**src/core/spmz_defines.svh**
```systemverilog
// constant macros for the serial port (modes zero and one)
`ifndef SPMZ_DEFINES_SVH
`define SPMZ_DEFINES_SVH

// ************************************************************
// register offsets
// ************************************************************
`define SPMZ_ADDR_CTRL     4'h0
`define SPMZ_ADDR_BUF      4'h1

// ************************************************************
// control register field positions
// ************************************************************
`define SPMZ_BIT_MODE      0
`define SPMZ_BIT_REN       1
`define SPMZ_BIT_QUAL      2
`define SPMZ_BIT_DBL       3
`define SPMZ_BIT_TDONE     4
`define SPMZ_BIT_RDONE     5
`define SPMZ_BIT_NINTH     6

// ************************************************************
// timing counts
// ************************************************************
`define SPMZ_SYNC_DIV_FAST 4'h4
`define SPMZ_SYNC_DIV_SLOW 4'hc
`define SPMZ_SYNC_LOW_FAST 4'h2
`define SPMZ_SYNC_LOW_SLOW 4'h6
`define SPMZ_SYNC_LEAD_FAST 4'h1
`define SPMZ_SYNC_LEAD_SLOW 4'h3
`define SPMZ_SYNC_BITS     4'h8
`define SPMZ_ASYNC_BITS    4'ha
`define SPMZ_SAMPLE_A      4'h7
`define SPMZ_SAMPLE_B      4'h8
`define SPMZ_SAMPLE_C      4'h9
`define SPMZ_SAMPLE_LAST   4'hf
`define SPMZ_RX_STOP_IDX   4'h9

`endif

```
**src/core/spmz_pkg.sv**
```systemverilog
// types shared by the serial port design
package spmz_pkg;

	// register port request
	typedef struct packed {
		logic [3:0] addr;
		logic [7:0] wdata;
		logic       wr;
		logic       rd;
	} spmz_req_s;

	// pin group toward the line
	typedef struct packed {
		logic data_out;
		logic data_oe_n;
		logic txd;
	} spmz_pins_s;

	typedef enum logic [3:0] {
		SPMZ_TX_IDLE  = 4'b0001,
		SPMZ_TX_SYNC  = 4'b0010,
		SPMZ_TX_ASYNC = 4'b0100,
		SPMZ_TX_RXSYN = 4'b1000
	} spmz_tx_e;

	typedef enum logic [2:0] {
		SPMZ_RX_HUNT  = 3'b001,
		SPMZ_RX_SHIFT = 3'b010,
		SPMZ_RX_HOLD  = 3'b100
	} spmz_rx_e;

endpackage

```
**src/core/spmz_serial_port.sv**
```systemverilog
// serial port, synchronous shift mode and ten-bit asynchronous mode
//
// The implementer's own choices: strobed register access and the address map.
`timescale 1ns/1ps
`include "spmz_defines.svh"

// Function
// - buffer writes transmit, buffer reads return receive
// - sync mode: data pin, clock on txd, lsb-first
// - qualifier picks fosc/12 or fosc/4 sync rate
// - buffer write starts eight-bit sync shift out
// - fast: data 1 clock early, low 2
// - slow: data 3 clocks early, low 6
// - sync transmit done after last bit
// - sync receive needs enable and done clear
// - sync receive done after last rising edge
// - async frame: start, eight data, stop
// - async rate is overflow over 16 or 32
// - async bits follow divide-by-16 rollovers
// - async transmit done at tenth rollover
// - async receive hunts falling edge every clock
// - falling edge resets divide-by-16 counter
// - two-of-three vote at states 7,8,9
// - nonzero start bit aborts reception
// - extra shift, load only if done clear
// - qualifier set needs stop bit one
// - after mid stop bit, hunt again
module spmz_serial_port (
	input  wire logic                clk_sys,   // system clock, 100 MHz
	input  wire logic                rstn,      // async reset, active low
	input  wire logic                clk_en,    // freezes all state but the reset synchroniser when low
	input  wire spmz_pkg::spmz_req_s req,       // register request
	output logic [7:0]               rdata,     // read data, cycle after read
	input  wire logic                ovf_pulse, // timer overflow, same domain
	input  wire logic                data_in,   // serial data pin level
	output spmz_pkg::spmz_pins_s     pins       // data out, enable, txd
);
	import spmz_pkg::*;

	// ************************************************************
	// reset release and pin synchronisers
	// ************************************************************
	logic       rst_s1_reg, rst_reg;
	logic       din_s1_reg, din_reg, din_prev_reg;
	logic       rst_n;

	// release of reset is synchronised, assertion is not
	always_ff @(posedge clk_sys or negedge rstn) begin
		if (!rstn) begin
			rst_s1_reg <= 1'b0;
			rst_reg    <= 1'b0;
		end else begin
			rst_s1_reg <= 1'b1;
			rst_reg    <= rst_s1_reg;
		end
	end
	assign rst_n = rst_reg;

	// data pin through two flops before use
	always_ff @(posedge clk_sys or negedge rst_n) begin
		if (!rst_n) begin
			din_s1_reg   <= 1'b1;
			din_reg      <= 1'b1;
			din_prev_reg <= 1'b1;
		end else if (clk_en) begin
			din_s1_reg   <= data_in;
			din_reg      <= din_s1_reg;
			din_prev_reg <= din_reg;
		end
	end

	// ************************************************************
	// control register
	// ************************************************************
	logic       mode_reg, ren_reg, qual_reg, dbl_reg;
	logic       tdone_reg, rdone_reg, ninth_reg;
	logic [7:0] rxbuf_reg, txbuf_reg;
	logic       tdone_set, rx_load, tx_start, tx_go_reg;
	logic       ninth_next;
	logic [7:0] rxbuf_next;
	logic       wr_ctrl, wr_buf;

	assign wr_ctrl  = req.wr && (req.addr == `SPMZ_ADDR_CTRL);
	assign wr_buf   = req.wr && (req.addr == `SPMZ_ADDR_BUF);
	assign tx_start = tx_go_reg;

	// mode, enable, qualifier and rate select bits
	always_ff @(posedge clk_sys or negedge rst_n) begin
		if (!rst_n) begin
			mode_reg <= 1'b0;
			ren_reg  <= 1'b0;
			qual_reg <= 1'b0;
			dbl_reg  <= 1'b0;
		end else if (clk_en && wr_ctrl) begin
			mode_reg <= req.wdata[`SPMZ_BIT_MODE];
			ren_reg  <= req.wdata[`SPMZ_BIT_REN];
			qual_reg <= req.wdata[`SPMZ_BIT_QUAL];
			dbl_reg  <= req.wdata[`SPMZ_BIT_DBL];
		end
	end

	// done flags: hardware set wins over software clear
	always_ff @(posedge clk_sys or negedge rst_n) begin
		if (!rst_n) begin
			tdone_reg <= 1'b0;
			rdone_reg <= 1'b0;
		end else if (clk_en) begin
			if (tdone_set)
				tdone_reg <= 1'b1;
			else if (wr_ctrl)
				tdone_reg <= req.wdata[`SPMZ_BIT_TDONE];
			if (rx_load)
				rdone_reg <= 1'b1;
			else if (wr_ctrl)
				rdone_reg <= req.wdata[`SPMZ_BIT_RDONE];
		end
	end

	// receive buffer and ninth bit load only on a completed frame
	always_ff @(posedge clk_sys or negedge rst_n) begin
		if (!rst_n) begin
			rxbuf_reg <= 8'h00;
			ninth_reg <= 1'b0;
		end else if (clk_en && rx_load) begin
			rxbuf_reg <= rxbuf_next;
			ninth_reg <= ninth_next;
		end
	end

	// writes land in the transmit register
	always_ff @(posedge clk_sys or negedge rst_n) begin
		if (!rst_n)
			txbuf_reg <= 8'h00;
		else if (clk_en && wr_buf)
			txbuf_reg <= req.wdata;
	end

	// start one cycle after the write so the frame reads the stored byte;
	// a write while busy is stored but does not restart the frame
	always_ff @(posedge clk_sys or negedge rst_n) begin
		if (!rst_n)
			tx_go_reg <= 1'b0;
		else if (clk_en)
			tx_go_reg <= wr_buf;
	end

	// read data one cycle after the strobe
	always_ff @(posedge clk_sys or negedge rst_n) begin
		if (!rst_n) begin
			rdata <= 8'h00;
		end else if (clk_en) begin
			if (!req.rd)
				rdata <= 8'h00;
			else if (req.addr == `SPMZ_ADDR_BUF)
				rdata <= rxbuf_reg;
			else if (req.addr == `SPMZ_ADDR_CTRL)
				rdata <= {1'b0, ninth_reg, rdone_reg, tdone_reg,
					dbl_reg, qual_reg, ren_reg, mode_reg};
			else
				rdata <= 8'h00;
		end
	end

	// ************************************************************
	// baud ticks: divide-by-16 transmit counter
	// ************************************************************
	logic       half_reg, baud16;
	logic [3:0] txdiv_reg;
	logic       tx_roll;

	// optional divide by two ahead of the x16 tick
	always_ff @(posedge clk_sys or negedge rst_n) begin
		if (!rst_n)
			half_reg <= 1'b0;
		else if (clk_en && ovf_pulse)
			half_reg <= ~half_reg;
	end
	assign baud16 = ovf_pulse && (dbl_reg || half_reg);

	// free running so bit timing ignores the moment of the write
	always_ff @(posedge clk_sys or negedge rst_n) begin
		if (!rst_n)
			txdiv_reg <= 4'h0;
		else if (clk_en && baud16)
			txdiv_reg <= txdiv_reg + 4'h1;
	end
	assign tx_roll = baud16 && (txdiv_reg == `SPMZ_SAMPLE_LAST);

	// ************************************************************
	// transmitter and synchronous engine
	// ************************************************************
	spmz_tx_e   tx_reg;
	logic [3:0] ph_reg, bits_reg;
	logic [9:0] sh_reg;
	logic       txd_reg, dout_reg, doe_n_reg;
	logic [3:0] div_len, low_len, lead_len;
	logic       sync_rx_go, sync_rise;
	logic [1:0] rise_pipe_reg, last_pipe_reg;
	logic [7:0] srx_reg;

	assign div_len    = qual_reg ? `SPMZ_SYNC_DIV_FAST : `SPMZ_SYNC_DIV_SLOW;
	assign low_len    = qual_reg ? `SPMZ_SYNC_LOW_FAST : `SPMZ_SYNC_LOW_SLOW;
	assign lead_len   = qual_reg ? `SPMZ_SYNC_LEAD_FAST : `SPMZ_SYNC_LEAD_SLOW;
	// no new receive clock while the last captured bit is still in flight
	assign sync_rx_go = !mode_reg && ren_reg && !rdone_reg && !(|rise_pipe_reg);

	// one sync bit period: high for the first part, low for the last
	// low_len clocks; the data pin changes at phase div_len-low_len-lead_len-1
	// so it leads the falling edge by lead_len clocks, a rise ends the bit
	always_ff @(posedge clk_sys or negedge rst_n) begin
		if (!rst_n) begin
			tx_reg    <= SPMZ_TX_IDLE;
			ph_reg    <= 4'h0;
			bits_reg  <= 4'h0;
			sh_reg    <= 10'h3ff;
			txd_reg   <= 1'b1;
			dout_reg  <= 1'b1;
			doe_n_reg <= 1'b1;
			tdone_set <= 1'b0;
		end else if (clk_en) begin
			tdone_set <= 1'b0;
			case (tx_reg)
			SPMZ_TX_IDLE: begin
				txd_reg   <= 1'b1;
				doe_n_reg <= 1'b1;
				ph_reg    <= 4'h0;
				bits_reg  <= 4'h0;
				if (tx_start && !mode_reg) begin
					tx_reg    <= SPMZ_TX_SYNC;
					sh_reg    <= {2'b11, txbuf_reg};
					dout_reg  <= txbuf_reg[0];
					doe_n_reg <= 1'b0;
				end else if (tx_start) begin
					tx_reg <= SPMZ_TX_ASYNC;
					sh_reg <= {1'b1, txbuf_reg, 1'b0};
				end else if (sync_rx_go) begin
					tx_reg <= SPMZ_TX_RXSYN;
				end
			end
			SPMZ_TX_SYNC, SPMZ_TX_RXSYN: begin
				ph_reg <= ph_reg + 4'h1;
				if (ph_reg == div_len - low_len - 4'h1)
					txd_reg <= 1'b0;
				// data leads the clock fall by lead_len clocks
				if (tx_reg == SPMZ_TX_SYNC && ph_reg == div_len - low_len - lead_len - 4'h1)
					dout_reg <= sh_reg[0];
				if (ph_reg == div_len - 4'h1) begin
					txd_reg  <= 1'b1;
					ph_reg   <= 4'h0;
					bits_reg <= bits_reg + 4'h1;
					sh_reg   <= {1'b1, sh_reg[9:1]};
					if (bits_reg == `SPMZ_SYNC_BITS - 4'h1) begin
						tx_reg    <= SPMZ_TX_IDLE;
						doe_n_reg <= 1'b1;
						dout_reg  <= 1'b1;
						tdone_set <= (tx_reg == SPMZ_TX_SYNC);
					end
				end
			end
			SPMZ_TX_ASYNC: begin
				if (tx_roll) begin
					txd_reg  <= sh_reg[0];
					sh_reg   <= {1'b1, sh_reg[9:1]};
					bits_reg <= bits_reg + 4'h1;
					if (bits_reg == `SPMZ_ASYNC_BITS - 4'h1) begin
						tx_reg    <= SPMZ_TX_IDLE;
						tdone_set <= 1'b1;
					end
				end
			end
			default: tx_reg <= SPMZ_TX_IDLE;
			endcase
		end
	end

	assign pins = '{data_out: dout_reg, data_oe_n: doe_n_reg, txd: txd_reg};

	// sync receive capture: the pin is two flops late, so each bit is
	// taken two clocks after the clock rise, i.e. the level at the rise
	assign sync_rise = (tx_reg == SPMZ_TX_RXSYN) && (ph_reg == div_len - 4'h1);
	always_ff @(posedge clk_sys or negedge rst_n) begin
		if (!rst_n) begin
			rise_pipe_reg <= 2'b00;
			last_pipe_reg <= 2'b00;
			srx_reg       <= 8'h00;
		end else if (clk_en) begin
			rise_pipe_reg <= {rise_pipe_reg[0], sync_rise};
			last_pipe_reg <= {last_pipe_reg[0],
				sync_rise && (bits_reg == `SPMZ_SYNC_BITS - 4'h1)};
			if (rise_pipe_reg[1])
				srx_reg <= {din_reg, srx_reg[7:1]};
		end
	end

	// ************************************************************
	// asynchronous receiver
	// ************************************************************
	spmz_rx_e   rx_reg;
	logic [3:0] rxdiv_reg, rxbits_reg;
	logic [2:0] vote_reg;
	logic [8:0] rxsh_reg;
	logic       bit_val;

	// two of three vote, used at each bit decision
	function automatic logic spmz_major(input logic [2:0] v);
		spmz_major = (v[0] & v[1]) | (v[1] & v[2]) | (v[0] & v[2]);
	endfunction

	assign bit_val = spmz_major({din_reg, vote_reg[1:0]});

	// sync result: captured bits into buffer, no ninth bit in mode 0
	assign rxbuf_next = last_pipe_reg[1] ? {din_reg, srx_reg[7:1]} : rxsh_reg[8:1];
	assign ninth_next = last_pipe_reg[1] ? ninth_reg : bit_val;

	// load when the stop bit is decided; rdone is still clear
	assign rx_load = ((rx_reg == SPMZ_RX_SHIFT) && baud16 &&
		(rxdiv_reg == `SPMZ_SAMPLE_C) && (rxbits_reg == `SPMZ_RX_STOP_IDX) &&
		!rdone_reg && (!qual_reg || bit_val)) ||
		(last_pipe_reg[1] && !rdone_reg);

	// hunting stops until the stop bit is decided; a bad start drops back at once
	always_ff @(posedge clk_sys or negedge rst_n) begin
		if (!rst_n) begin
			rx_reg     <= SPMZ_RX_HUNT;
			rxdiv_reg  <= 4'h0;
			rxbits_reg <= 4'h0;
			vote_reg   <= 3'h0;
			rxsh_reg   <= 9'h000;
		end else if (clk_en) begin
			case (rx_reg)
			SPMZ_RX_HUNT: begin
				if (mode_reg && ren_reg && din_prev_reg && !din_reg) begin
					rx_reg     <= SPMZ_RX_SHIFT;
					rxdiv_reg  <= 4'h0;
					rxbits_reg <= 4'h0;
				end
			end
			SPMZ_RX_SHIFT: begin
				if (baud16) begin
					rxdiv_reg <= rxdiv_reg + 4'h1;
					if (rxdiv_reg == `SPMZ_SAMPLE_A || rxdiv_reg == `SPMZ_SAMPLE_B)
						vote_reg <= {vote_reg[1:0], din_reg};
					if (rxdiv_reg == `SPMZ_SAMPLE_C) begin
						rxbits_reg <= rxbits_reg + 4'h1;
						rxsh_reg   <= {bit_val, rxsh_reg[8:1]};
						if (rxbits_reg == 4'h0 && bit_val)
							rx_reg <= SPMZ_RX_HUNT;
						else if (rxbits_reg == `SPMZ_RX_STOP_IDX)
							rx_reg <= SPMZ_RX_HOLD;
					end
				end
			end
			SPMZ_RX_HOLD: rx_reg <= SPMZ_RX_HUNT;
			default: rx_reg <= SPMZ_RX_HUNT;
			endcase
		end
	end

endmodule

```
**config.mk**
```make
export PLATFORM = sky130hd
export DESIGN_NAME = spmz_serial_port
export DESIGN_NICKNAME = d
export VERILOG_FILES = /design/src/core/spmz_pkg.sv /design/src/core/spmz_serial_port.sv
export VERILOG_INCLUDE_DIRS = /design/src /design/src/core
export SDC_FILE = /design/constraint.sdc
export NUM_CORES = 1
export LEC_CHECK = 0
export ABC_AREA = 1
export BUFFER_PORTS_ARGS = -buffer_cell sky130_fd_sc_hd__buf_2
export CAP_MARGIN = 20
export CORE_MARGIN = 8
export CORE_UTILIZATION = 40
export CTS_BUF_LIST = sky130_fd_sc_hd__clkbuf_4
export DETAILED_ROUTE_END_ITERATION = 12
export PLACE_DENSITY = 0.55
export SLEW_MARGIN = 30
export SYNTH_ARGS = -nofsm -noshare
export SYNTH_HDL_FRONTEND = slang
export SYNTH_SLANG_ARGS = --single-unit
```
**constraint.sdc**
```tcl
create_clock -name clk_sys -period 7.71 [get_ports clk_sys]
set_input_delay 0.771 -clock clk_sys [delete_from_list [all_inputs] [get_ports clk_sys]]
set_output_delay 0.771 -clock clk_sys [all_outputs]
set_load 0.005 [all_outputs]
```
Word-level counts from Yosys, hierarchy flattened --
Index checks and enable logic that the tools add are counted.
Word-level totals: register bits after elaboration 102, output and inout port bits 11, input port bits 19
Operators by class: muxes and demuxes 59, equality and inequality tests 29, bitwise logic cells 7, add/sub/neg operators 10, reduce and logical (&&, ||, !) cells 60
Operators with widths (count):
- $mux 4 | 15
- $mux 10 | 4
- $pmux 10 s3 | 1
- $logic_and 1x1->1 | 26
- $eq 4x4->1 const B | 6
- $mux 8 | 3
- $pmux 4 s2 | 3
- $pmux 4 s3 | 2
- $reduce_and 4->1 | 6
- $add 4x1->4 const B | 5
- $mux 1 | 18
- $mux 3 | 6
- $reduce_and 5->1 | 3
- $ne 2x2->1 const B | 7
- $eq 4x3->1 const B | 3
- $eq 4x4->1 | 3
- $sub 4x1->4 const B | 3
- $reduce_and 2->1 | 5
- $eq 4x1->1 const B | 2
- $logic_not 4->1 | 2
- $reduce_bool 2->1 | 4
- $mux 7 | 1
- $ne 3x3->1 const B | 2
- $pmux 1 s2 | 3
- 20 further kinds | 32

Longest topological paths before layout --
Gate-level depths: netlist of the first run.
word-level depth 10, mapped depth 10, mapped depth without buffers 10

Least setup slack after synthesis of the first run --
No wires, ideal clock.
path type input to register, start in req[13] (netlist bit), end reg rdone_reg, buffers on the path 0, library setup time 116 ps, cell stages on the path 8, arrival time 1544 ps, slack 6050 ps, cells stage by stage nor2_4 > nand2_1 > nor2_4 > inv_1 > nand2_1 > nand2_1 > inv_1 > nand2_1
Between the ends: longest elaborated chain between the ends 4
Ends and longest elaborated chain:
- from (decl) | line spmz_serial_port.sv:32 | input wire spmz_pkg::spmz_req_s req,
- $logic_not 4->1 (no line)
- $logic_and 1x1->1 | line spmz_serial_port.sv:83 | assign wr_ctrl = req.wr && (req.addr == `SPMZ_ADDR_CTRL);
- $reduce_bool 2->1 (no line)
- $reduce_and 2->1 (no line)
- to (signal assigned) | line spmz_serial_port.sv:115 | rdone_reg <= req.wdata[`SPMZ_BIT_RDONE];
- to (decl) | line spmz_serial_port.sv:76 | logic tdone_reg, rdone_reg, ninth_reg;
Every way passes these cells. A chain may end at the register's enable or synchronous reset.

Worst setup path in the final report of the first run --
start in clk_en, end reg sh_reg[7]
Between the ends: longest elaborated chain between the ends 1
Ends and longest elaborated chain:
- from (decl) | line spmz_serial_port.sv:31 | input wire logic clk_en,
- $reduce_and 5->1 (no line)
- to (signal assigned) | line spmz_serial_port.sv:230 | sh_reg <= {2'b11, txbuf_reg};
- to (signal assigned) | line spmz_serial_port.sv:235 | sh_reg <= {1'b1, txbuf_reg, 1'b0};
- to (signal assigned) | line spmz_serial_port.sv:251 | sh_reg <= {1'b1, sh_reg[9:1]};
- to (decl) | line spmz_serial_port.sv:194 | logic [9:0] sh_reg;
Every way passes these cells.

==> impl_metrics.env, run 1 <==
export IMPL_outcome="complete, no violations"
export IMPL_synth_lib_cells_used_distinct=40
export IMPL_rsz0062_at_grt="no"
export IMPL_critPathCaptureType="flip-flop"
export IMPL_antenna_violating_nets_post_route=0
export IMPL_clk_transition_reported_paths_ns=0.15
export IMPL_clock_tree_root_cell="sky130_fd_sc_hd__clkbuf_4"
export IMPL_synthesis_nets=652
export IMPL_critPathRequiredTime_ns=8.13
export IMPL_finalSetupViolations=0
export IMPL_initial_core_util=0.407
export IMPL_timing_fmax_mhz=490
export IMPL_die_h_um=129
export IMPL_ys_dominant_reg_cell="sky130_fd_sc_hd__dfrtp_1"
export IMPL_synth_avg_cell_area_sq_um=8.22
export IMPL_cp_num_buf_inv=3
export IMPL_path_cells="buf_2 > inv_1 > a21oi_4 > nand3_4 > inv_4 > nand3_1 > nand2_1"
export IMPL_worst_slack_ns=5.67
export IMPL_first_pass_iters=4
export IMPL_startpoint_types="primary input"
export IMPL_grt_pass1_wl_um=18700
export IMPL_synth_async_reset_ratio=1.00
export IMPL_synth_edff_count=0
export IMPL_die_width_um=129
export IMPL_h_tree_depth=3
export IMPL_placementRows=41
export IMPL_power_per_cell_area_nw_per_um2=259
export IMPL_skew_ns=0.0182
export IMPL_route_detailed_vias_per_inst=4.87
export IMPL_netlist_area_sq_um=5110
export IMPL_cts_resized_gates=0
export IMPL_worst_r2r_path_depth=9
export IMPL_netlist_area_leader_share=0.402
export IMPL_groute_usage_overall=0.141
export IMPL_cp_top_family="buffers and inverters"
export IMPL_wirelength_um=11000
export IMPL_finalNetCount=677
export IMPL_final_hold_worst_slack_ns=0.0600
export IMPL_dp_slack_ns=5.20
export IMPL_cts_sinks=99
export IMPL_number_of_antenna_repair_diodes=0
export IMPL_final_hold_violation_count=0
export IMPL_port_buffer_count=29
export IMPL_detailed_place_area_sq_um=5400
export IMPL_max_cap_violations=0
export IMPL_cpMaxStageDelayCell="sky130_fd_sc_hd__buf_2"
export IMPL_clk_latency_ns=0.46
export IMPL_ctsHoldBuffers=0
export IMPL_ir_worst_vdd_uv=93.1
export IMPL_yosysWarningCount=0
export IMPL_dr_drc_count=0
export IMPL_num_fill_cells=1288
export IMPL_numCtsBuffers=9
export IMPL_cts_setup_buffers=0
export IMPL_detail_route_iter0_violations=219
export IMPL_drive_above_1_share=0.175
export IMPL_layout_cells_most_common="sky130_fd_sc_hd__nand2_1"
export IMPL_final_core_utilization=0.438
export IMPL_grt_antenna_before_repair=0
export IMPL_sum_of_negative_setup_slack_ns=0
export IMPL_rr_endpoint="rxbuf_reg[7]$_DFFE_PN0P_"
export IMPL_area_delta_synth_final_pct=7.84
export IMPL_synth_ff_latch_count=99
export IMPL_grt_start_max_net_pins=78
export IMPL_worstHoldPathType="in -> async"
export IMPL_slew_limit_headroom=0.525
export IMPL_rrSetupSlack_ns=5.99
export IMPL_timing_worst_setup_path_type="in -> reg"
export IMPL_core_area_sq_um=12600
export IMPL_flip_flop_count_of_the_largest_register_all_copies_and_words_added=9
export IMPL_reg_to_reg_start="din_reg$_DFFE_PN1P_"
export IMPL_remaining_overflow_grt=0
export IMPL_grt_pass1_vias=3860
export IMPL_ys_top_cells_by_area="sky130_fd_sc_hd__dfrtp_1 40%, sky130_fd_sc_hd__nand2_1 15%, sky130_fd_sc_hd__dfstp_2 8.7%"
export IMPL_detailroute_via_count=4012
export IMPL_ioPinCount=30
export IMPL_place_hpwl_um=7950
export IMPL_leading_area_contributor_after_synthesis="sky130_fd_sc_hd__dfrtp_1"
export IMPL_number_of_pins_exceeding_their_max_slew_limit_in_the_final_report=0
export IMPL_routed_wire_length_per_instance_um=13.4
export IMPL_critical_path_max_fanout=30
export IMPL_gp_congestion=0.837
export IMPL_ctsLongestPathBuffers=2
export IMPL_leakage_component_of_the_power_nw=2.67
export IMPL_crit_path_max_incr_delay_ns=0.46
export IMPL_most_common_layout_cells="200 x sky130_fd_sc_hd__nand2_1, 81 x sky130_fd_sc_hd__dfrtp_1, 60 x sky130_fd_sc_hd__inv_1"
export IMPL_layout_worst_path_cycle_share=0.264
export IMPL_worstMarginPinSlew_ns=0.712
export IMPL_ys_seq_area_frac=0.489
export IMPL_finish_instance_area_sq_um=5510
export IMPL_layout_min_cycle_time_ns=2.04
export IMPL_synthCells=622
export IMPL_die_area_sq_um=16600
export IMPL_cts_tree="yes"
export IMPL_cp_arrival_ns=2.45
## how the worst max path moves through the flow
stage	startpoint	to	slack [ns]	depth (start not counted)
detailed placement	clk_en	sh_reg[7]$_DFFE_PN1P_	5.20	6
global route	clk_en	sh_reg[3]$_DFFE_PN1P_	5.48	6
finish	clk_en	sh_reg[7]$_DFFE_PN1P_	5.67	7
CTS	clk_en	sh_reg[7]$_DFFE_PN1P_	5.72	7
floorplan	rst_n$_DFF_PN0_	bits_reg[0]$_DFFE_PN0P_	4.78	0
global placement	clk_en	rxsh_reg[1]$_DFFE_PN0P_	5.28	5
## kinds of logic (layout without fill, tap and decap cells)
group | Yosys count | in the layout | share of synthesized area
adders and majority gates | 11 | 11 | 0.0269
muxes | 3 | 3 | 0.00637
AOI/OAI and AO/OA | 95 | 95 | 0.105
xor gates and xnor gates | 9 | 9 | 0.0154
buffers and inverters | 82 | 112 | 0.0666
DFF | 99 | 99 | 0.489
other | 1 | 1 | 0.000734
and+or+nand+nor | 322 | 322 | 0.290
## metrics by stage
step	instances	power [mW]
2_1_floorplan	622	1.08
3_3_place_gp	808	1.17
3_5_place_dp	808	1.18
4_1_cts	824	1.44
5_1_grt	824	1.54
6_report	824	1.43
## power by group
part / internal, mW / total, mW / switching [mW] / leakage [nW]
Clock: 0.0805 / 0.254 / 0.173 / 0.0694
Sequential: 0.643 / 0.727 / 0.0847 / 1.25
Combinational: 0.148 / 0.446 / 0.298 / 1.35
Total: 0.872 / 1.43 / 0.556 / 2.67
## layer usage
metal  global-route usage  up-vias  routed length, um
li1                     -     2041                  -
met1                0.195     1896               5750
met2                0.212       64               4740
met3               0.0247       11                328
met4               0.0608        0                187
met5                    0        -                  0
## cells in the mapped netlist, types with 4 or more instances
master                     instances
sky130_fd_sc_hd__dfrtp_1          82
sky130_fd_sc_hd__nand2_1         200
sky130_fd_sc_hd__inv_2             4
sky130_fd_sc_hd__o21ai_2           8
sky130_fd_sc_hd__nand4_1           7
sky130_fd_sc_hd__o21ai_0          54
sky130_fd_sc_hd__nand2_2          10
sky130_fd_sc_hd__nor3_1            5
sky130_fd_sc_hd__buf_2             6
sky130_fd_sc_hd__inv_1            60
sky130_fd_sc_hd__xor2_1            6
sky130_fd_sc_hd__o21ai_1          12
sky130_fd_sc_hd__a21oi_1          15
sky130_fd_sc_hd__ha_1             11
sky130_fd_sc_hd__buf_4             4
sky130_fd_sc_hd__nor2_1           27
sky130_fd_sc_hd__dfstp_2          17
sky130_fd_sc_hd__nor2_2            8
sky130_fd_sc_hd__clkbuf_1          5
sky130_fd_sc_hd__nand3_1          43
sky130_fd_sc_hd__nor2_4            4
## final cells by class
| class | instances | area, sq um | share of cell area |
|---|---|---|---|
| multi-input cells | 441 | 2270 | 0.412 |
| flip-flops and latches | 99 | 2500 | 0.454 |
| clock inverters | 3 | 17.5 | 0.00318 |
| clock buffers | 13 | 97.6 | 0.0177 |
| inverters | 66 | 250 | 0.0454 |
| repair buffers | 30 | 156 | 0.0284 |
| well taps | 172 | 215 | 0.0391 |
(Power assumes the default switching activity.)
==> run 2, diff against run 1 <==
==> constraint.sdc (replaced) <==
create_clock -name clk_sys -period 2.1 [get_ports clk_sys]
set_input_delay 0.21 -clock clk_sys [delete_from_list [all_inputs] [get_ports clk_sys]]
set_output_delay 0.21 -clock clk_sys [all_outputs]
set_load 0.005 [all_outputs]
==> run 2 against run 1 <==
Against the previous run:
- largest cell class unchanged
- sequential share of layout area fell by 1.0 points
- hold slack got worse by 0.026 ns
- global-route usage rose by 0.47 points
- routed wire length rose by 0.63%
- clock power rose to 3.5 times the previous value
- power rose to 3.7 times the previous value
==> impl_metrics.env, run 2 (synthesis gave the netlist of run 1 again) <==
export IMPL_outcome="complete, no violations"
export IMPL_drive_above_1_share=0.178
export IMPL_startpoint_types="flip-flop"
export IMPL_port_buffer_count=29
export IMPL_rsz0062_at_grt="no"
export IMPL_first_pass_iters=4
export IMPL_layout_cells_most_common="sky130_fd_sc_hd__nand2_1"
export IMPL_antenna_violating_nets_post_route=0
export IMPL_clock_tree_root_cell="sky130_fd_sc_hd__clkbuf_4"
export IMPL_worst_slack_ns=0.379
export IMPL_dp_slack_ns=0.418
export IMPL_grt_pass1_vias=3885
export IMPL_stdcell_count=839
export IMPL_ioPinCount=30
export IMPL_detail_route_iter0_violations=193
export IMPL_clk_transition_reported_paths_ns=0.15
export IMPL_core_area_sq_um=12600
export IMPL_total_power_mw=5.22
export IMPL_place_hpwl_um=8200
export IMPL_area_delta_synth_final_pct=10.3
export IMPL_h_tree_depth=3
export IMPL_finalSetupViolations=0
export IMPL_final_hold_worst_slack_ns=0.0335
export IMPL_placementRows=41
export IMPL_die_h_um=129
export IMPL_route_detailed_vias_per_inst=4.78
export IMPL_layout_worst_path_cycle_share=0.819
export IMPL_grt_pass1_wl_um=19300
export IMPL_flip_flop_count_of_the_largest_register_all_copies_and_words_added=9
export IMPL_finalNetCount=692
export IMPL_skew_ns=0.0122
export IMPL_most_common_layout_cells="200 x sky130_fd_sc_hd__nand2_1, 81 x sky130_fd_sc_hd__dfrtp_1, 60 x sky130_fd_sc_hd__inv_1"
export IMPL_groute_usage_overall=0.145
export IMPL_clk_latency_ns=0.46
export IMPL_leakage_component_of_the_power_nw=2.72
export IMPL_cts_tree="yes"
export IMPL_placed_cells=814
export IMPL_die_width_um=129
export IMPL_numCtsBuffers=9
export IMPL_critical_path_max_fanout=6
export IMPL_final_hold_violation_count=0
export IMPL_cp_arrival_ns=2.08
export IMPL_critPathRequiredTime_ns=2.46
export IMPL_gp_congestion=0.864
export IMPL_finish_instance_area_sq_um=5640
export IMPL_critPathCaptureType="flip-flop"
export IMPL_max_cap_violations=0
export IMPL_detailroute_via_count=4014
export IMPL_grt_start_max_net_pins=41
export IMPL_worstHoldPathType="in -> reg"
export IMPL_die_area_sq_um=16600
export IMPL_wirelength_um=11100
export IMPL_timing_worst_setup_path_type="reg -> reg"
export IMPL_dr_drc_count=0
export IMPL_cts_resized_gates=0
export IMPL_ctsHoldBuffers=9
export IMPL_num_fill_cells=1264
export IMPL_ir_worst_vdd_uv=387
export IMPL_initial_core_util=0.407
export IMPL_power_per_cell_area_nw_per_um2=927
export IMPL_detailed_place_area_sq_um=5440
export IMPL_worstMarginPinSlew_ns=0.538
export IMPL_routed_wire_length_per_instance_um=13.2
export IMPL_ctsLongestPathBuffers=2
export IMPL_cts_setup_buffers=0
export IMPL_timing_fmax_mhz=581
export IMPL_final_core_utilization=0.449
export IMPL_grt_antenna_before_repair=0
export IMPL_remaining_overflow_grt=0
export IMPL_layout_min_cycle_time_ns=1.72
export IMPL_cts_sinks=99
export IMPL_slew_limit_headroom=0.641
export IMPL_sum_of_negative_setup_slack_ns=0
export IMPL_number_of_pins_exceeding_their_max_slew_limit_in_the_final_report=0
export IMPL_number_of_antenna_repair_diodes=0
## run 2: changes by cell type in the layout (fill, tap and decap cells not counted), sizes merged
cell and change:
inv +1, clkbuf -2, buf +6, clkinvlp +1
dlygate4sd3 +9
## run 2: worst max-delay path: stages (launching register included)
cell	delay, ns
sky130_fd_sc_hd__dfrtp_1	0.43
sky130_fd_sc_hd__ha_1	0.22
sky130_fd_sc_hd__nand2_1	0.08
sky130_fd_sc_hd__nor2_1	0.09
sky130_fd_sc_hd__nand2_1	0.14
sky130_fd_sc_hd__nand2_4	0.16
sky130_fd_sc_hd__nand2_2	0.06
sky130_fd_sc_hd__nor2_2	0.21
sky130_fd_sc_hd__nand2_2	0.12
sky130_fd_sc_hd__nand2_1	0.07
sky130_fd_sc_hd__nand2_1	0.04
## run 2: path summary, 6_finish.rpt
kind	cells past startpoint	slack (ns)	start	end
min	3	0.03	req[3]	txbuf_reg[1]$_DFFE_PN0P_
max in group asynchronous	1	1.07	rst_n$_DFF_PN0_	tx_reg[0]$_DFFE_PN1P_
max reg2reg	10	0.38	ph_reg[0]$_DFFE_PN0P_	tx_reg[2]$_DFFE_PN0P_
min in group asynchronous	0	0.32	rst_n$_DFF_PN0_	txbuf_reg[7]$_DFFE_PN0P_
max	10	0.38	ph_reg[0]$_DFFE_PN0P_	tx_reg[2]$_DFFE_PN0P_
min reg2reg	0	0.32	rst_n$_DFF_PN0_	txbuf_reg[7]$_DFFE_PN0P_
## run 2: final cells by class
type                    count  area, sq um  share of cell area
multi-input cells         441         2270               0.403
well taps                 172          215              0.0382
flip-flops and latches     99         2500               0.444
repair buffers             45          288              0.0510
clock inverters             5         28.8             0.00510
inverters                  66          250              0.0444
clock buffers              11         82.6              0.0146
## run 2: where the power goes
group | switching, mW | leakage (nW) | internal [mW]
Clock | 0.632 | 0.0623 | 0.266
Combinational | 1.09 | 1.41 | 0.566
Sequential | 0.308 | 1.25 | 2.36
Total | 2.03 | 2.72 | 3.19
## run 2: layer usage
metal | part of all wire | global-route usage | up-vias | wire length, um
li1 | - | - | 2073 | -
met1 | 0.51 | 0.201 | 1862 | 5640
met2 | 0.44 | 0.220 | 67 | 4860
met3 | 0.034 | 0.0267 | 12 | 379
met4 | 0.018 | 0.0601 | 0 | 194
met5 | 0 | 0 | - | 0
==> run 3, diff against run 2 <==
--- a/config.mk
+++ b/config.mk
@@ -6,14 +6,14 @@
 export SDC_FILE = /design/constraint.sdc
 export NUM_CORES = 1
 export LEC_CHECK = 0
-export ABC_AREA = 1
+export ABC_AREA = 0
 export BUFFER_PORTS_ARGS = -buffer_cell sky130_fd_sc_hd__buf_2
 export CAP_MARGIN = 20
 export CORE_MARGIN = 8
 export CORE_UTILIZATION = 40
 export CTS_BUF_LIST = sky130_fd_sc_hd__clkbuf_4
 export DETAILED_ROUTE_END_ITERATION = 12
-export PLACE_DENSITY = 0.55
+export PLACE_DENSITY = 0.57
 export SLEW_MARGIN = 30
 export SYNTH_ARGS = -nofsm -noshare
 export SYNTH_HDL_FRONTEND = slang
==> constraint.sdc (replaced) <==
create_clock -name clk_sys -period 1.4 [get_ports clk_sys]
set_input_delay 0.14 -clock clk_sys [delete_from_list [all_inputs] [get_ports clk_sys]]
set_output_delay 0.14 -clock clk_sys [all_outputs]
set_load 0.005 [all_outputs]
==> run 3 against run 2 <==
Against the previous run:
- the run now ends with negative setup slack left
- largest power group is now combinational cells
- via count shrank 4.0%
- largest cell class is now multi-input combinational cells
- routed wire length up 13%
- first-iteration DRC count down 7.8%
- synthesized cell count fell by 30%
- critical endpoint is now sh_reg[6]$_DFFE_PN1P_
- non-clock buffer count up 125
- final cell count shrank 11%
- sequential cell count is the same
- critical path depth down 4
- clock skew grew 0.0066 ns
==> impl_metrics.env, run 3 <==
export IMPL_ctsLongestPathBuffers=2
export IMPL_globalRouteMet3Util=0.0335
export IMPL_number_of_pins_exceeding_their_max_slew_limit_in_the_final_report=0
export IMPL_synthMuxAreaShare=0.122
export IMPL_routed_wire_length_per_instance_um=16.8
export IMPL_grt_pass1_vias=4141
export IMPL_rr_endpoint="sh_reg[6]$_DFFE_PN1P_"
export IMPL_synth_ff_latch_count=99
export IMPL_worst_slack_ns=-0.561
export IMPL_numCtsBuffers=9
export IMPL_synthMostInstantiatedCell="sky130_fd_sc_hd__dfrtp_1"
export IMPL_final_hold_worst_slack_ns=0.0637
export IMPL_critPathCaptureType="flip-flop"
export IMPL_global_routing_usage_on_met2=0.286
export IMPL_cts_tree="yes"
export IMPL_place_hpwl_um=8580
export IMPL_top_usage_layer="met2"
export IMPL_startpoint_types="flip-flop"
export IMPL_synth_edff_count=0
export IMPL_synth_top_cells_by_count="82 x sky130_fd_sc_hd__dfrtp_1, 47 x sky130_fd_sc_hd__nand2_1, 36 x sky130_fd_sc_hd__mux2_2, 27 x sky130_fd_sc_hd__nor2_1"
export IMPL_power_per_cell_area_nw_per_um2=1330
export IMPL_synth_adder_area_share=0.0302
export IMPL_grt_pass1_wl_um=21000
export IMPL_worst_r2r_path_depth=6
export IMPL_ys_top_cells_by_area="sky130_fd_sc_hd__dfrtp_1 42%, sky130_fd_sc_hd__dfstp_2 9.1%, sky130_fd_sc_hd__mux2_2 8.3%"
export IMPL_drive_above_1_share=0.546
export IMPL_outcome="finished with violations"
export IMPL_timing_fmax_mhz=510
export IMPL_most_common_layout_cells="99 x sky130_fd_sc_hd__buf_4, 80 x sky130_fd_sc_hd__dfrtp_1, 41 x sky130_fd_sc_hd__nand2_1"
export IMPL_netlist_area_sq_um=4890
export IMPL_critical_path_max_fanout=4
export IMPL_synth_simple_area_share=0.156
export IMPL_clk_latency_ns=0.49
export IMPL_cts_sinks=99
export IMPL_clock_tree_root_cell="sky130_fd_sc_hd__clkbuf_4"
export IMPL_setup_worst_path_start="tx_reg[0]$_DFFE_PN1P_"
export IMPL_die_h_um=127
export IMPL_finalNetCount=626
export IMPL_finalSetupViolations=57
export IMPL_port_buffer_count=29
export IMPL_area_delta_synth_final_pct=44.6
export IMPL_skew_ns=0.0187
export IMPL_crit_path_max_incr_delay_ns=0.55
export IMPL_netlist_area_leader_share=0.419
export IMPL_ir_worst_vdd_uv=703
export IMPL_leakage_component_of_the_power_nw=3.26
export IMPL_route_detailed_vias_per_inst=5.15
export IMPL_wirelength_um=12600
export IMPL_cpMaxStageDelayCell="sky130_fd_sc_hd__or4b_4"
export IMPL_ioPinCount=30
export IMPL_critPathRequiredTime_ns=1.83
export IMPL_flip_flop_count_of_the_largest_register_all_copies_and_words_added=9
export IMPL_leading_area_contributor_after_synthesis="sky130_fd_sc_hd__dfrtp_1"
export IMPL_layout_cells_most_common="sky130_fd_sc_hd__buf_4"
export IMPL_placementRows=40
export IMPL_first_pass_iters=4
export IMPL_core_area_sq_um=12000
export IMPL_h_tree_depth=3
export IMPL_ys_seq_area_frac=0.510
export IMPL_die_width_um=127
export IMPL_gp_congestion=0.825
export IMPL_synth_lib_cells_used_distinct=66
export IMPL_antenna_violating_nets_post_route=0
export IMPL_detailroute_via_count=3852
export IMPL_detail_route_iter0_violations=178
export IMPL_initial_core_util=0.409
export IMPL_layout_worst_path_cycle_share=1.40
export IMPL_dr_drc_count=0
export IMPL_grt_antenna_before_repair=0
export IMPL_max_cap_violations=0
export IMPL_synthCells=434
export IMPL_synth_avg_cell_area_sq_um=11.3
export IMPL_met1_usage=0.200
export IMPL_path_cells="buf_6 > or4b_4 > o311ai_4 > nand3_4 > nor2_4 > mux2_4"
export IMPL_synth_xor_area_frac=0.0215
export IMPL_number_of_antenna_repair_diodes=0
export IMPL_rrSetupSlack_ns=-0.56
export IMPL_dominant_combinational_cell_family_by_area_after_synthesis="simple AND/OR/NAND/NOR gates"
export IMPL_worstHoldPathType="in -> reg"
export IMPL_grt_start_max_net_pins=24
export IMPL_compound_gate_fraction_of_synth_area=0.125
export IMPL_clk_transition_reported_paths_ns=0.17
export IMPL_timing_worst_setup_path_type="reg -> reg"
export IMPL_detailed_place_area_sq_um=6130
export IMPL_rsz0062_at_grt="yes"
export IMPL_cp_arrival_ns=2.39
export IMPL_yosysWarningCount=0
export IMPL_groute_usage_overall=0.164
export IMPL_synthesis_nets=464
export IMPL_reg_to_reg_start="tx_reg[0]$_DFFE_PN1P_"
export IMPL_layout_min_cycle_time_ns=1.96
export IMPL_failed_checks="negative setup slack"
export IMPL_remaining_overflow_grt=0
export IMPL_crit_end="sh_reg[6]$_DFFE_PN1P_"
export IMPL_die_area_sq_um=16000
export IMPL_finish_instance_area_sq_um=7080
export IMPL_ys_dominant_reg_cell="sky130_fd_sc_hd__dfrtp_1"
export IMPL_synth_async_reset_ratio=1.00
export IMPL_final_hold_violation_count=0
[run 3: changes by cell type after synthesis, sizes merged, moves of 6 or more]
cell and delta:
o21ai -53, a31oi +6, mux2i +8, or2 +8
inv -51, nand4 -6, a21oi -9, o31ai +6
mux2 +43, nor2 -10, o2bb2ai +10, nand3 -37
nand2 -166, o221a +8
[run 3: worst min-delay path by stage]
stage                  from                    to  slack [ns]  cells past startpoint
global placement       rstn  rst_s1_reg$_DFF_PN0_       -0.07                      1
CTS                 req[10]  rdata[7]$_DFFE_PN0P_        0.03                      4
finish              req[10]  rdata[7]$_DFFE_PN0P_        0.06                      4
global route        req[10]  rdata[7]$_DFFE_PN0P_        0.06                      4
detailed placement     rstn  rst_s1_reg$_DFF_PN0_       -0.07                      1
floorplan              rstn  rst_s1_reg$_DFF_PN0_       -0.16                      0
[run 3: cell type report]
class / instances / area, sq um
Inverter: 14 / 52.6
Timing Repair Buffer: 170 / 1420
Clock buffer: 9 / 67.6
Clock inverter: 7 / 81.3
Fill cell: 1002 / 4890
Tap cell: 147 / 184
Sequential cell: 99 / 2500
Multi-Input combinational cell: 302 / 2770
[run 3: kinds of logic after synthesis]
kind of cell / after synthesis
other cells: 1
mux: 54
compound gates: 81
buf+inv: 35
flops: 99
fa+ha+maj: 12
xor+xnor: 12
simple gates: 140
[run 3: metrics by stage]
stage | total power, mW | setup slack, ns | util | cells | TNS [ns]
floorplan | 5.55 | -0.565 | - | 434 | -16.14
global placement | 6.73 | -0.535 | 0.513 | 688 | -20.58
detailed placement | 6.83 | -0.585 | 0.513 | 688 | -22.10
CTS | 9.14 | -0.581 | 0.574 | 739 | -20.00
global route | 9.95 | -0.619 | 0.592 | 748 | -24.23
finish | 9.38 | -0.561 | 0.592 | 748 | -20.78
[run 3: what timing repair did]
action                                  CTS  global route
hold buffers                             12             0
cloned                                    3             0
endpoints found under the setup margin   57            58
buffers inserted                         24            14
resized for setup                        71            36
hold endpoints to repair                 17             0
pin swaps                                38            28
[run 3: metal layers]
| layer | up-vias | wire length (um) |
|---|---|---|
| li1 | 1878 | - |
| met1 | 1938 | 5690 |
| met2 | 23 | 6460 |
| met3 | 13 | 245 |
| met4 | 0 | 154 |
| met5 | - | 0 |
[run 3: report_power, final]
group	switching, mW	internal (mW)	total (mW)	leakage (nW)
Combinational	1.77	2.17	3.94	1.91
Clock	1.08	0.576	1.65	0.0784
Sequential	0.347	3.44	3.79	1.27
Total	3.20	6.18	9.38	3.26
[run 3: worst max-delay path: cells and delay by family (launching register included)]
kind / cells / cell delay [ns]
flip-flops: 1 / 0.40
AO/OA/AOI/OAI: 1 / 0.10
buffers and inverters: 1 / 0.12
multiplexers: 1 / 0.32
AND/OR/NAND/NOR: 3 / 0.96
